File: config.mk
export PLATFORM = sky130hd
export DESIGN_NAME = mpr_cmd_core
export DESIGN_NICKNAME = d
export VERILOG_FILES = /design/src/hdl/mpr_cmd_core.v
export VERILOG_INCLUDE_DIRS = /design/src /design/src/hdl
export SDC_FILE = /design/constraint.sdc
export NUM_CORES = 1
export LEC_CHECK = 0
export BUFFER_PORTS_ARGS = -buffer_cell sky130_fd_sc_hd__buf_2
export CORE_ASPECT_RATIO = 0.6
export CORE_MARGIN = 1
export CORE_UTILIZATION = 58
export DETAILED_ROUTE_END_ITERATION = 8
export GPL_TIMING_DRIVEN = 0
export PLACE_DENSITY = 0.77
export SYNTH_ARGS = -nofsm -noshare
export SYNTH_HDL_FRONTEND = slang
export SYNTH_SLANG_ARGS = --single-unit
File: constraint.sdc
create_clock -name core_clk -period 4.1 [get_ports core_clk]
set_clock_uncertainty 0.05 [all_clocks]
set_input_delay 0.82 -clock core_clk [delete_from_list [all_inputs] [get_ports core_clk]]
set_output_delay 0.82 -clock core_clk [all_outputs]
set_load 0.005 [all_outputs]
File: src/hdl/mpr_defs.vh
// Purpose: constants for the modem power and reset command interpreter
// Assumes: core_clk at 25 MHz; commands arrive as bytes from a uart on core_clk
// Notes:   shared numbers are named here; parser and standby state codes are local to the core
`ifndef MPR_DEFS_VH
`define MPR_DEFS_VH

// ==================================================================
// clock and timing
`define MPR_CLK_KHZ         25000
`define MPR_TICK_MS         10
`define MPR_RSP_MAX_MS      520
`define MPR_DEC_LAST        4'h9
`define MPR_TICK_W          18
`define MPR_RSP_W           24

// ==================================================================
// characters
`define MPR_CH_AT           8'h40
`define MPR_CH_CR           8'h0D
`define MPR_CH_LF           8'h0A
`define MPR_CH_D0           8'h30
`define MPR_CH_D9           8'h39

// ==================================================================
// command names, three ascii letters
`define MPR_NM_RESET        24'h525354
`define MPR_NM_STBY_REL     24'h504F46
`define MPR_NM_STBY_ENT     24'h504F4E
`define MPR_NM_EXT_TIME     24'h505445
`define MPR_NM_STBY_TIME    24'h50544E
`define MPR_NM_SLEEP_TIME   24'h505453
`define MPR_NM_RF_OFF       24'h524F46
`define MPR_NM_RF_ON        24'h524F4E
`define MPR_NM_TX_TEXT      24'h545854
`define MPR_NM_TX_BIN       24'h54424E

// ==================================================================
// setting ranges and reset values
`define MPR_EXT_MAX         10'h00F
`define MPR_TIME_MIN        10'h001
`define MPR_TIME_MAX        10'h0FF
`define MPR_ARG_DIGITS      2'h3
`define MPR_EXT_RST         8'h00
`define MPR_STBY_RST        8'h0A
`define MPR_SLEEP_RST       8'h0A

// ==================================================================
// response codes
`define MPR_RSP_NORMAL      2'h0
`define MPR_RSP_ERROR       2'h1
`define MPR_RSP_VALUE       2'h2

// ==================================================================
// register port map and fields
`define MPR_ADR_SLEEP_CFG   2'h0
`define MPR_ADR_ACHK_CFG    2'h1
`define MPR_ADR_SER_CFG     2'h2
`define MPR_ADR_STATUS      2'h3
`define MPR_SLEEP_BASE_BIT  1
`define MPR_ACHK_GROUP_BIT  0
`define MPR_SLEEP_CFG_RST   8'h00
`define MPR_ACHK_CFG_RST    8'h01
`define MPR_SER_CFG_RST     8'h00

`endif

File: src/hdl/mpr_cmd_core.v
// Purpose: command interpreter for reset, low-power standby, timing and rf on/off
// Assumes: rxData/rxValid come from a uart on core_clk; responses go to a uart encoder
// Notes:   config writes land in staging copies and take effect on the reset command
//
// Function
// - normal end for the reset command answered within 520 ms
// - reset commits staged registers and discards temporary address and frequency values
// - reset during the line test ends it and drops staged settings
// - serial settings switch at reset so the answer uses them
// - standby release leaves low power with normal end, errors if not in standby
// - standby entry enters low power with normal end, errors if already there
// - extended standby setting takes 000 to 015, query returns three digits
// - extended standby lasts setting times 20 ms, zero disables it
// - no extended standby after broadcast or with group address check off
// - standby time 001 to 255 times 10 ms with rf kept on
// - sleep time 001 to 255 times 10 ms or 100 ms by base bit
// - timing commands query, store with normal end, or answer command error
// - rf off powers rf down with normal end, errors when already off
// - text and binary transmit refused while rf is off
// - commands end in carriage return then line feed, anything else errors
`include "mpr_defs.vh"

module mpr_cmd_core #(
   parameter TICK10_CYCLES  = `MPR_TICK_MS * `MPR_CLK_KHZ,
   parameter RSP_MAX_CYCLES = `MPR_RSP_MAX_MS * `MPR_CLK_KHZ
) (
   input  wire        core_clk,
   input  wire        sys_rst,
   input  wire [7:0]  rxData,
   input  wire        rxValid,
   input  wire [1:0]  regAddr,
   input  wire [7:0]  regWrData,
   input  wire        regWr,
   input  wire        regRd,
   output reg  [7:0]  regRdData,
   input  wire        nvmAck,
   input  wire        lqtActive,
   input  wire        lastTxBroadcast,
   output reg         respValid,
   output reg  [1:0]  respCode,
   output reg  [7:0]  respValue,
   output reg         txFwdValid,
   output reg         txFwdBinary,
   output reg         regApply,
   output reg         nvmStore,
   output reg         tempDiscard,
   output reg         lqtAbort,
   output reg  [7:0]  serialCfg,
   output reg         rfPower,
   output reg         lowPower,
   output reg  [1:0]  stbyPhase
);

   // parser states
   localparam [1:0] P_IDLE = 2'h0;
   localparam [1:0] P_NAME = 2'h1;
   localparam [1:0] P_ARG  = 2'h2;
   localparam [1:0] P_LF   = 2'h3;
   // standby sequence phases
   localparam [1:0] S_OFF   = 2'h0;
   localparam [1:0] S_STBY  = 2'h1;
   localparam [1:0] S_EXT   = 2'h2;
   localparam [1:0] S_SLEEP = 2'h3;

   // integer sums cut to the counter widths on purpose
   localparam integer           TICK_LAST_I = TICK10_CYCLES - 1;
   localparam integer           RSP_LAST_I  = RSP_MAX_CYCLES - 2;
   localparam [`MPR_TICK_W-1:0] TICK_LAST   = TICK_LAST_I[`MPR_TICK_W-1:0];
   localparam [`MPR_RSP_W-1:0]  RSP_LAST    = RSP_LAST_I[`MPR_RSP_W-1:0];

   // ==================================================================
   // time base
   reg [`MPR_TICK_W-1:0] tickCnt_q;
   reg [3:0]             decCnt_q;
   reg                   half_q;
   reg                   tick10_q;
   reg                   tick20_q;
   reg                   tick100_q;

   // free-running so all intervals share one phase; first unit may be short
   always @(posedge core_clk) begin
      if (sys_rst) begin
         tickCnt_q <= {`MPR_TICK_W{1'b0}};
         decCnt_q  <= 4'h0;
         half_q    <= 1'b0;
         tick10_q  <= 1'b0;
         tick20_q  <= 1'b0;
         tick100_q <= 1'b0;
      end else begin
         tick10_q  <= 1'b0;
         tick20_q  <= 1'b0;
         tick100_q <= 1'b0;
         if (tickCnt_q == TICK_LAST) begin
            tickCnt_q <= {`MPR_TICK_W{1'b0}};
            tick10_q  <= 1'b1;
            half_q    <= ~half_q;
            tick20_q  <= half_q;
            if (decCnt_q == `MPR_DEC_LAST) begin
               decCnt_q  <= 4'h0;
               tick100_q <= 1'b1;
            end else begin
               decCnt_q <= decCnt_q + 4'h1;
            end
         end else begin
            tickCnt_q <= tickCnt_q + {{(`MPR_TICK_W-1){1'b0}}, 1'b1};
         end
      end
   end

   // ==================================================================
   // register port: staged copies and committed copies
   reg [7:0] sleepStage_q;
   reg [7:0] achkStage_q;
   reg [7:0] serStage_q;
   reg [7:0] sleepCfg_q;
   reg [7:0] achkCfg_q;
   reg       busy_q;
   reg       commit_q;
   reg       restore_q;

   // staging writes wait for reset; restore wins over a write in the same cycle
   always @(posedge core_clk) begin
      if (sys_rst) begin
         sleepStage_q <= `MPR_SLEEP_CFG_RST;
         achkStage_q  <= `MPR_ACHK_CFG_RST;
         serStage_q   <= `MPR_SER_CFG_RST;
         sleepCfg_q   <= `MPR_SLEEP_CFG_RST;
         achkCfg_q    <= `MPR_ACHK_CFG_RST;
         serialCfg    <= `MPR_SER_CFG_RST;
      end else if (restore_q) begin
         sleepStage_q <= sleepCfg_q;
         achkStage_q  <= achkCfg_q;
         serStage_q   <= serialCfg;
      end else if (commit_q) begin
         sleepCfg_q <= sleepStage_q;
         achkCfg_q  <= achkStage_q;
         serialCfg  <= serStage_q;
      end else if (regWr) begin
         case (regAddr)
            `MPR_ADR_SLEEP_CFG: sleepStage_q <= regWrData;
            `MPR_ADR_ACHK_CFG:  achkStage_q  <= regWrData;
            `MPR_ADR_SER_CFG:   serStage_q   <= regWrData;
            default:            ;
         endcase
      end
   end

   // read data one cycle after the strobe; status is read-only
   always @(posedge core_clk) begin
      if (sys_rst) begin
         regRdData <= 8'h00;
      end else if (regRd) begin
         case (regAddr)
            `MPR_ADR_SLEEP_CFG: regRdData <= sleepStage_q;
            `MPR_ADR_ACHK_CFG:  regRdData <= achkStage_q;
            `MPR_ADR_SER_CFG:   regRdData <= serStage_q;
            default:            regRdData <= {3'h0, busy_q, stbyPhase, lowPower, rfPower};
         endcase
      end else begin
         regRdData <= 8'h00;
      end
   end

   // ==================================================================
   // byte parser: '@', three letters, optional digits, cr, lf
   reg [1:0]  pState_q;
   reg [23:0] name_q;
   reg [1:0]  nameCnt_q;
   reg [9:0]  argVal_q;
   reg [1:0]  argCnt_q;
   reg        argBad_q;
   reg        go_q;
   reg        frameErr_q;
   wire       isDigit = (rxData >= `MPR_CH_D0) && (rxData <= `MPR_CH_D9);
   wire [9:0] argNext = {argVal_q[6:0], 3'h0} + {argVal_q[8:0], 1'b0} + {6'h00, rxData[3:0]};

   // bytes arriving while a reset commit is busy are dropped
   always @(posedge core_clk) begin
      if (sys_rst) begin
         pState_q   <= P_IDLE;
         name_q     <= 24'h000000;
         nameCnt_q  <= 2'h0;
         argVal_q   <= 10'h000;
         argCnt_q   <= 2'h0;
         argBad_q   <= 1'b0;
         go_q       <= 1'b0;
         frameErr_q <= 1'b0;
      end else begin
         go_q       <= 1'b0;
         frameErr_q <= 1'b0;
         if (rxValid && !busy_q) begin
            case (pState_q)
               P_IDLE: begin
                  if (rxData == `MPR_CH_AT) begin
                     pState_q  <= P_NAME;
                     nameCnt_q <= 2'h0;
                     argVal_q  <= 10'h000;
                     argCnt_q  <= 2'h0;
                     argBad_q  <= 1'b0;
                  end
               end
               P_NAME: begin
                  name_q    <= {name_q[15:0], rxData};
                  nameCnt_q <= nameCnt_q + 2'h1;
                  if (nameCnt_q == 2'h2) begin
                     pState_q <= P_ARG;
                  end
               end
               P_ARG: begin
                  if (rxData == `MPR_CH_CR) begin
                     pState_q <= P_LF;
                  end else if (rxData == `MPR_CH_LF) begin
                     pState_q   <= P_IDLE;
                     frameErr_q <= 1'b1;
                  end else if (isDigit && (argCnt_q != `MPR_ARG_DIGITS)) begin
                     argVal_q <= argNext;
                     argCnt_q <= argCnt_q + 2'h1;
                  end else begin
                     argBad_q <= 1'b1;
                  end
               end
               P_LF: begin
                  pState_q <= P_IDLE;
                  if (rxData == `MPR_CH_LF) begin
                     go_q <= 1'b1;
                  end else begin
                     frameErr_q <= 1'b1;
                  end
               end
               default: pState_q <= P_IDLE;
            endcase
         end
      end
   end

   // ==================================================================
   // command execution and responses
   reg [7:0]            extTime_q;
   reg [7:0]            stbyTime_q;
   reg [7:0]            sleepTime_q;
   reg                  rfOn_q;
   reg [`MPR_RSP_W-1:0] rspCnt_q;
   wire                 noArg  = (argCnt_q == 2'h0) && !argBad_q;
   wire                 setArg = (argCnt_q == `MPR_ARG_DIGITS) && !argBad_q;
   wire                 timeOk = (argVal_q >= `MPR_TIME_MIN) && (argVal_q <= `MPR_TIME_MAX);

   always @(posedge core_clk) begin
      if (sys_rst) begin
         extTime_q   <= `MPR_EXT_RST;
         stbyTime_q  <= `MPR_STBY_RST;
         sleepTime_q <= `MPR_SLEEP_RST;
         rfOn_q      <= 1'b1;
         lowPower    <= 1'b0;
         busy_q      <= 1'b0;
         rspCnt_q    <= {`MPR_RSP_W{1'b0}};
         commit_q    <= 1'b0;
         restore_q   <= 1'b0;
         respValid   <= 1'b0;
         respCode    <= `MPR_RSP_NORMAL;
         respValue   <= 8'h00;
         txFwdValid  <= 1'b0;
         txFwdBinary <= 1'b0;
         regApply    <= 1'b0;
         nvmStore    <= 1'b0;
         tempDiscard <= 1'b0;
         lqtAbort    <= 1'b0;
      end else begin
         respValid   <= 1'b0;
         txFwdValid  <= 1'b0;
         regApply    <= 1'b0;
         nvmStore    <= 1'b0;
         tempDiscard <= 1'b0;
         lqtAbort    <= 1'b0;
         commit_q    <= 1'b0;
         restore_q   <= 1'b0;
         if (busy_q) begin
            // answer on store done, or at the deadline at the latest
            rspCnt_q <= rspCnt_q + {{(`MPR_RSP_W-1){1'b0}}, 1'b1};
            if (nvmAck || (rspCnt_q == RSP_LAST)) begin
               busy_q    <= 1'b0;
               respValid <= 1'b1;
               respCode  <= `MPR_RSP_NORMAL;
            end
         end else if (frameErr_q) begin
            respValid <= 1'b1;
            respCode  <= `MPR_RSP_ERROR;
         end else if (go_q) begin
            respValid <= 1'b1;
            respCode  <= `MPR_RSP_ERROR;
            respValue <= 8'h00;
            case (name_q)
               `MPR_NM_RESET: begin
                  if (noArg) begin
                     respValid   <= 1'b0;
                     tempDiscard <= 1'b1;
                     if (lqtActive) begin
                        lqtAbort  <= 1'b1;
                        restore_q <= 1'b1;
                        respValid <= 1'b1;
                        respCode  <= `MPR_RSP_NORMAL;
                     end else begin
                        commit_q <= 1'b1;
                        regApply <= 1'b1;
                        nvmStore <= 1'b1;
                        busy_q   <= 1'b1;
                        rspCnt_q <= {`MPR_RSP_W{1'b0}};
                     end
                  end
               end
               `MPR_NM_STBY_REL: begin
                  if (noArg && lowPower) begin
                     lowPower <= 1'b0;
                     respCode <= `MPR_RSP_NORMAL;
                  end
               end
               `MPR_NM_STBY_ENT: begin
                  if (noArg && !lowPower) begin
                     lowPower <= 1'b1;
                     respCode <= `MPR_RSP_NORMAL;
                  end
               end
               `MPR_NM_EXT_TIME: begin
                  if (noArg) begin
                     respCode  <= `MPR_RSP_VALUE;
                     respValue <= extTime_q;
                  end else if (setArg && (argVal_q <= `MPR_EXT_MAX)) begin
                     extTime_q <= argVal_q[7:0];
                     respCode  <= `MPR_RSP_NORMAL;
                  end
               end
               `MPR_NM_STBY_TIME: begin
                  if (noArg) begin
                     respCode  <= `MPR_RSP_VALUE;
                     respValue <= stbyTime_q;
                  end else if (setArg && timeOk) begin
                     stbyTime_q <= argVal_q[7:0];
                     respCode   <= `MPR_RSP_NORMAL;
                  end
               end
               `MPR_NM_SLEEP_TIME: begin
                  if (noArg) begin
                     respCode  <= `MPR_RSP_VALUE;
                     respValue <= sleepTime_q;
                  end else if (setArg && timeOk) begin
                     sleepTime_q <= argVal_q[7:0];
                     respCode    <= `MPR_RSP_NORMAL;
                  end
               end
               `MPR_NM_RF_OFF: begin
                  if (noArg && rfOn_q) begin
                     rfOn_q   <= 1'b0;
                     respCode <= `MPR_RSP_NORMAL;
                  end
               end
               `MPR_NM_RF_ON: begin
                  if (noArg && !rfOn_q) begin
                     rfOn_q   <= 1'b1;
                     respCode <= `MPR_RSP_NORMAL;
                  end
               end
               `MPR_NM_TX_TEXT, `MPR_NM_TX_BIN: begin
                  // transmit path gives its own answer when rf is on
                  if (rfOn_q) begin
                     respValid   <= 1'b0;
                     txFwdValid  <= 1'b1;
                     txFwdBinary <= (name_q == `MPR_NM_TX_BIN);
                  end
               end
               default: respCode <= `MPR_RSP_ERROR;
            endcase
         end
      end
   end

   // ==================================================================
   // low-power standby sequence: standby, optional extended, sleep
   reg [7:0] unitCnt_q;
   reg [7:0] unitLimit;
   reg       unitTick;
   wire      extOk = (extTime_q != 8'h00) && !lastTxBroadcast && achkCfg_q[`MPR_ACHK_GROUP_BIT];

   always @* begin
      case (stbyPhase)
         S_STBY: begin
            unitLimit = stbyTime_q;
            unitTick  = tick10_q;
         end
         S_EXT: begin
            unitLimit = extTime_q;
            unitTick  = tick20_q;
         end
         S_SLEEP: begin
            unitLimit = sleepTime_q;
            unitTick  = sleepCfg_q[`MPR_SLEEP_BASE_BIT] ? tick100_q : tick10_q;
         end
         default: begin
            unitLimit = 8'h00;
            unitTick  = 1'b0;
         end
      endcase
   end

   always @(posedge core_clk) begin
      if (sys_rst) begin
         stbyPhase <= S_OFF;
         unitCnt_q <= 8'h00;
      end else if (!lowPower) begin
         stbyPhase <= S_OFF;
         unitCnt_q <= 8'h00;
      end else if (stbyPhase == S_OFF) begin
         stbyPhase <= S_STBY;
         unitCnt_q <= 8'h00;
      end else if (unitTick) begin
         if (unitCnt_q + 8'h01 >= unitLimit) begin
            unitCnt_q <= 8'h00;
            case (stbyPhase)
               S_STBY:  stbyPhase <= extOk ? S_EXT : S_SLEEP;
               S_EXT:   stbyPhase <= S_SLEEP;
               default: stbyPhase <= S_STBY;
            endcase
         end else begin
            unitCnt_q <= unitCnt_q + 8'h01;
         end
      end
   end

   // rf stays up in standby and extended phases, down only in sleep or when off
   always @(posedge core_clk) begin
      if (sys_rst) begin
         rfPower <= 1'b0;
      end else begin
         rfPower <= rfOn_q && !(lowPower && (stbyPhase == S_SLEEP));
      end
   end

endmodule

---- Yosys cells after proc, flatten, opt, wreduce, memory -nomap -nowiden ----
Cells that the tools add are included.
word-level totals
  bits of input ports ..................... 26
  bits in registers ....................... 203
  logic and storage cells ................. 282
  output and inout port bits .............. 37
cells by class
  order comparisons ....................... 6
  equal/unequal tests ..................... 42
  $add $sub $neg .......................... 8
  bitwise gates (word level) .............. 13
  muxes and demuxes ....................... 98
  reduce and logical (&&, ||, !) cells .... 75
operators with widths
  operator                 number
  $eq A24 B23 Y1 const B   10
  $mux W24                 6
  $mux W8                  16
  $pmux W8 S3              3
  $mux W1                  42
  $reduce_and A6 Y1        7
  $mux W10                 4
  $mux W2                  14
  $reduce_bool A2 Y1       13
  $add A24 B1 Y24 const B  1
  $eq A24 B24 Y1 const B   1
  $ne A2 B2 Y1 const B     12
  $pmux W10 S2             1
  $add A18 B1 Y18 const B  1
  $eq A18 B18 Y1 const B   1
  $eq A8 B4 Y1 const B     2
  $logic_and A1 B1 Y1      16
  $reduce_or A2 Y1         8
  $reduce_and A3 Y1        5
  $eq A2 B2 Y1 const B     7
  $pmux W2 S7              1
  $not A1 Y1               13
  $pmux W2 S2              3
  $add A10 B10 Y10         1
  other kinds (30)         54

---- Depth between registers and ports, before layout ----
  word-level depth ........................ 9
  mapped depth ............................ 12
  depth with buffers taken out ............ 11

---- Worst setup path before layout ----
OpenSTA, ideal clock, no wires.
  path kind ............................... input to register
  start point ............................. input port rxData[3]
  end point ............................... register argVal_q[8]
  data required time ...................... 3.933 ns
  stages on the path ...................... 9
  buffers on the path ..................... 0
  arrival time ............................ 2.716 ns
  setup time .............................. 0.117 ns
  path slack .............................. 1.217 ns
  cell sequence ........................... fa_1 > inv_1 > fa_1 > nor2b_1 > o21ai_0 > a21boi_0 > o21a_1 > o21ai_0 > a32o_1
between the ends
  cells in the longest elaborated chain, start to end .. 5
  elaborated cells on any way between the ends .. 17
  classes of those cells .................. add/sub: 1; order compare: 2; eq/ne: 7; mux: 4; reduce/logical: 3
ends and longest elaborated chain
  item                                               RTL line                                source
  start: declaration                                 mpr_cmd_core.v:29                       input wire [7:0] rxData,
  $add A10 B4 Y10 (tied with other cells)            mpr_cmd_core.v:175                      wire [9:0] argNext = {argVal_q[6:0], 3'h0} + {argVal_q[8:0], 1'b0} + {6'h00, rxData[3:0]};
  $mux W10 or $logic_and A1 B1 Y1 (tied branches)    mpr_cmd_core.v:215, mpr_cmd_core.v:174
  $mux W10 or $logic_and A1 B1 Y1 (tied branches)    mpr_cmd_core.v:212, mpr_cmd_core.v:215
  $mux W10 or $ne A2 B2 Y1 (tied branches)           n/a
  $pmux W10 S2 or $reduce_and A6 Y1 (tied branches)  n/a
  end signal: assignment                             mpr_cmd_core.v:216                      argVal_q <= argNext;
  end: declaration                                   mpr_cmd_core.v:169                      reg [9:0] argVal_q;
Parallel ways exist; a longest one is shown, timed or not. The select of a mux whose other input is x is not followed.
A chain may end at the register's enable or synchronous reset.

---- Final worst setup path ----
  start point ............................. register stbyPhase[1]
  end point ............................... register unitCnt_q[1]
between the ends
  cells in the longest elaborated chain, start to end .. 4
  elaborated cells on any way between the ends .. 9
  classes of those cells .................. order compare: 1; eq/ne: 3; mux: 3; reduce/logical: 2
ends and longest elaborated chain
  item                                          RTL line            source
  start: declaration                            mpr_cmd_core.v:51   output reg [1:0] stbyPhase
  start signal: assignment                      mpr_cmd_core.v:417  S_STBY: stbyPhase <= extOk ? S_EXT : S_SLEEP;
  $eq A2 B2 Y1 or $eq A2 B1 Y1 (tied branches)  mpr_cmd_core.v:383  case (stbyPhase)
  $pmux W8 S3                                   mpr_cmd_core.v:383
  $ge A8 B8 Y1                                  mpr_cmd_core.v:414  if (unitCnt_q + 8'h01 >= unitLimit) begin
  $mux W8                                       mpr_cmd_core.v:414
  end signal: assignment                        mpr_cmd_core.v:422  unitCnt_q <= unitCnt_q + 8'h01;
  end: declaration                              mpr_cmd_core.v:377  reg [7:0] unitCnt_q;
Parallel ways exist; a longest one is shown, timed or not.

==> metrics.md <==
| Metric | Value |
|---|---|
| Ys flop type | `dfxtp_1` |
| Die area | `around 17000 µm²` |
| CTS buffer count | `19` |
| CP bufs+invs | `2` |
| Part of the Yosys area used for sequential elements | `0.4235` |
| Hold Crit Class | `reg2reg` |
| # diodes | `0` |
| Inst Count DP | `roughly 1400` |
| Ys Warns | `0` |
| Mapped Cells | `approximately 1100` |
| Routed Antenna Nets | `0` |
| Synth Cell Area | `~9600 µm²` |
| Die H | `just over 100 µm` |
| # rows | `35` |
| Area delta synth->final | `12.83%` |
| PwrDens | `between 300 and 400 nW/µm²` |
| Synth Area in Simple Gates | `0.2528` |
| Gr usage total | `0.3082` |
| GPL Wtd Cong | `between 0.9 and 1` |
| Slew headroom | `0.2344` |
| Multiplexer share of the synthesized area | `0.03925` |
| Largest net degree at the start of global routing | `16` |
| WP data arrival | `about 3.7 ns` |
| Vias per inst | `about 6.1` |
| Core region area | `15770 µm²` |
| Max-slew violations | `0` |
| Post-synth ARST share | `0` |
| Drt first pass iters | `9` |
| Final hold vios | `0` |
| Number of synthesized register bits | `203` |
| Worst-Skew Late Latency | `roughly 0.50 ns` |
| Dpl hpwl | `around 19000 µm` |
| Filler cells | `~1300` |
| Slowest stage cell, crit path | `dfxtp_1` |
| DR vias | `approximately 8700` |
| RSZ-0062 raised after global routing | `false` |
| Maximum vdd drop | `0.2881 mV` |
| Worst Path Max Fanout | `10` |
| H-tree lvl count | `1` |
| Post-synth cell types | `70` |
| Initial Util | `0.6087` |
| Complex-gate fraction of the synthesized area | `0.1601` |
| Mapped Avg Cell Area | `8.522 µm²` |
| Startpoint types | `flip-flop` |
| Max-cap violations | `0` |
| Vias in the first global route | `just under 8000` |
| Per-cell routed wire length | `around 18 µm` |
| Synth Area in Adders | `0.04851` |
| Setup Fix Bufs, Post-CTS | `0` |
| Max frequency | `roughly 0.30 GHz` |
| Nets@finish | `between 1000 and 1500` |
| DRT Wirelength | `~26000 µm` |
| DRC violation total after the first TritonRoute iteration | `1035` |
| Minimum clock period | `approximately 3.3 ns` |
| CP required | `4.47 ns` |
| Worst-path clk slew | `about 0.06 ns` |
| Final TNS setup | `0 ns` |
| Pleak | `roughly 4 nW` |
| Worst-path cell chain | `inv_1 > ha_1 > clkbuf_1 > a222oi_1 > nor2_1 > ha_1 > nand2b_1 > a21o_1 > a211oi_1 > o21ai_0 > a21o_1 > a21oi_1` |
| Post-synth EDFFs | `0` |
| Status | `finished, final reports clean` |
| Initial antenna violation count | `0` |
| CTS tree | `done` |
| Layout cell share with drive strength beyond 1 | `0.1016` |
| Final Setup Violations | `0` |
| DIE WIDTH | `168.1 µm` |
| Xor/xnor cell area share of the yosys netlist | `0.04290` |
| Slew @ Worst Pin | `between 1 and 1.5 ns` |
| CP Class | `reg2reg` |
| Post-CTS Hold Buffers | `0` |
| Largest family of logic cells by synthesized area | `simple AND/OR/NAND/NOR gates` |
| Finished Layout Cells | `1423` |
| Clock sinks | `around 200` |
| Maximum clock path buffer count | `3` |
| Cell family with most CP delay | `compound AO/OA/AOI/OAI gates` |
| Tcrit/Tclk final | `0.8126` |
| # DRC | `0` |
| Cts repair resizes | `0` |
| Crit. End Element | `flip-flop` |
| Root buf cell | `clkbuf_16` |
| PortBufs | `60` |
| I/O Pins | `63` |
| Remaining Overflow, GRT | `0` |
| Crit-path max cell delay | `about 0.5 ns` |
| Syn Nets | `around 1200` |
| First-pass GRT wire length | `41680 µm` |
## worst register-to-register path: cells and delay by family (launching register included)
family	cells	cell delay, ns
AO/OA/AOI/OAI	6	1.61
buffers and inverters	2	0.38
adder cells (fa/ha/maj)	2	0.48
flip-flops	1	0.50
AND/OR/NAND/NOR	2	0.24
## through the flow
stage | util | hold WS (ns) | area, µm² | setup slack [ns] | total power [mW]
finish | 0.6867 | 0.4032 | 10830 | 0.7683 | 4.060
global route | 0.6867 | 0.4227 | 10830 | 0.5558 | 4.177
CTS | 0.6867 | 0.4041 | 10830 | 0.8300 | 4.073
detailed placement | 0.6438 | 0.3948 | 10150 | 0.8651 | 2.164
global placement | 0.6438 | 0.3910 | 10150 | 0.8415 | 2.161
floorplan | - | 0.3799 | 9595 | 1.217 | 2.105
## flip-flops by register name (all words and copies together), names as in the netlist, 4 cells and up
register and count:
argVal_q 10, rspCnt_q 24, respValue 8, stbyTime_q 8
unitCnt_q 8, sleepCfg_q 8, tickCnt_q 18, achkStage_q 8
achkCfg_q 8, regRdData 8, decCnt_q 4, sleepTime_q 8
name_q 24, serialCfg 8, sleepStage_q 8, extTime_q 8
serStage_q 8
## cells in the final DEF, fill, tap and decap left out, types with 5 or more instances in the layout
master / n
nor4_1: 9
nand4b_1: 5
nor3b_1: 7
or4_1: 5
xnor2_1: 22
nor3_1: 19
or3_1: 7
clkbuf_1: 48
inv_1: 22
nand2b_1: 6
a21oi_1: 99
nor4bb_1: 5
ha_1: 34
xor2_1: 25
a2bb2oi_1: 8
a22oi_1: 16
a311oi_1: 8
nor2_1: 117
clkbuf_16: 19
and4_1: 5
and3_1: 23
buf_2: 65
o21a_1: 5
nor4b_1: 5
nand3_1: 51
mux4_2: 5
o21ai_0: 25
or2_2: 7
a31oi_1: 9
o31ai_1: 10
mux2i_1: 23
a211oi_1: 5
dfxtp_1: 203
nand4_1: 12
a22o_1: 7
nand3b_1: 5
nand2_1: 180
nor2b_1: 12
a222oi_1: 17
## synth_stat cells, types with 4 or more instances
master     number  share of area
clkbuf_1       45          0.018
nor4bb_1        5         0.0052
and3_1         23          0.015
or4_1           5         0.0039
nor4b_1         5         0.0046
a31oi_1         9         0.0059
a211oi_1        5         0.0039
nand4_1        12         0.0078
dfxtp_1       203           0.42
nor3_1         19         0.0099
ha_1           34          0.044
or3_1           7         0.0046
o21a_1          5         0.0039
xor2_1         25          0.023
a2bb2oi_1       8         0.0073
a21oi_1        99          0.052
inv_1          22         0.0086
nand2_1       180          0.070
o31ai_1        10         0.0078
a222oi_1       17          0.018
nor4_1          9         0.0059
a22oi_1        16          0.013
a22o_1          7         0.0064
buf_1           4         0.0016
and4_1          5         0.0046
o21ai_0        25          0.013
nand4b_1        5         0.0046
mux4_2          5          0.012
nand3_1        51          0.027
buf_2           5         0.0026
nor2_1        117          0.046
o211ai_1        4         0.0031
mux2i_1        23          0.024
nor2b_1        12         0.0078
xnor2_1        22          0.020
nor4_2          4         0.0052
or2_2           7         0.0046
nor3b_1         7         0.0055
nand3b_1        5         0.0039
nand2b_1        6         0.0039
a311oi_1        8         0.0073
## per-layer routing
metal | routed length (µm) | global-route usage | vias to the layer above
met5 | 0 | 0 | -
met4 | 494 | 0.07483 | 0
met3 | 2938 | 0.09261 | 41
met2 | 9990 | 0.4247 | 420
met1 | 12500 | 0.4627 | 4055
li1 | - | - | 4195
## area by class of cell
class / count / area (µm²) / share of cell area
plain buffers: 57 / 232.7 / 0.02150
clock buffers: 25 / 528.0 / 0.04877
clock inverters: 9 / 148.9 / 0.01375
inverters: 22 / 82.58 / 0.007627
multi-input cells: 844 / 5216 / 0.4818
flip-flops and latches: 203 / 4064 / 0.3754
well taps: 203 / 254.0 / 0.02346
repair buffers: 60 / 300.3 / 0.02774
## where the power goes
part           switching [mW]  internal (mW)
combinational          0.0895         0.0390
sequential             0.0104           1.98
clock                   0.774           1.16
total                   0.874           3.19
## path summary, 6_finish.rpt
check | start | end | slack (ns) | depth (start not counted)
worst max-delay path | stbyPhase[1] | unitCnt_q[1] | 0.77 | 12
worst min-delay path | sleepCfg_q[6] | sleepCfg_q[6] | 0.40 | 2
worst max register to register | stbyPhase[1] | unitCnt_q[1] | 0.77 | 12
worst min register to register | sleepCfg_q[6] | sleepCfg_q[6] | 0.40 | 2
## logic make-up (layout without fill, tap and decap cells)
group | count (synthesis) | count (layout)
xor gates and xnor gates | 47 | 47
muxes | 31 | 31
buffers and inverters | 79 | 173
AOI/OAI and AO/OA | 233 | 233
and+or+nand+nor | 497 | 497
DFF | 203 | 203
adders and majority gates | 36 | 36
Power figures use the tool's default switching activity.
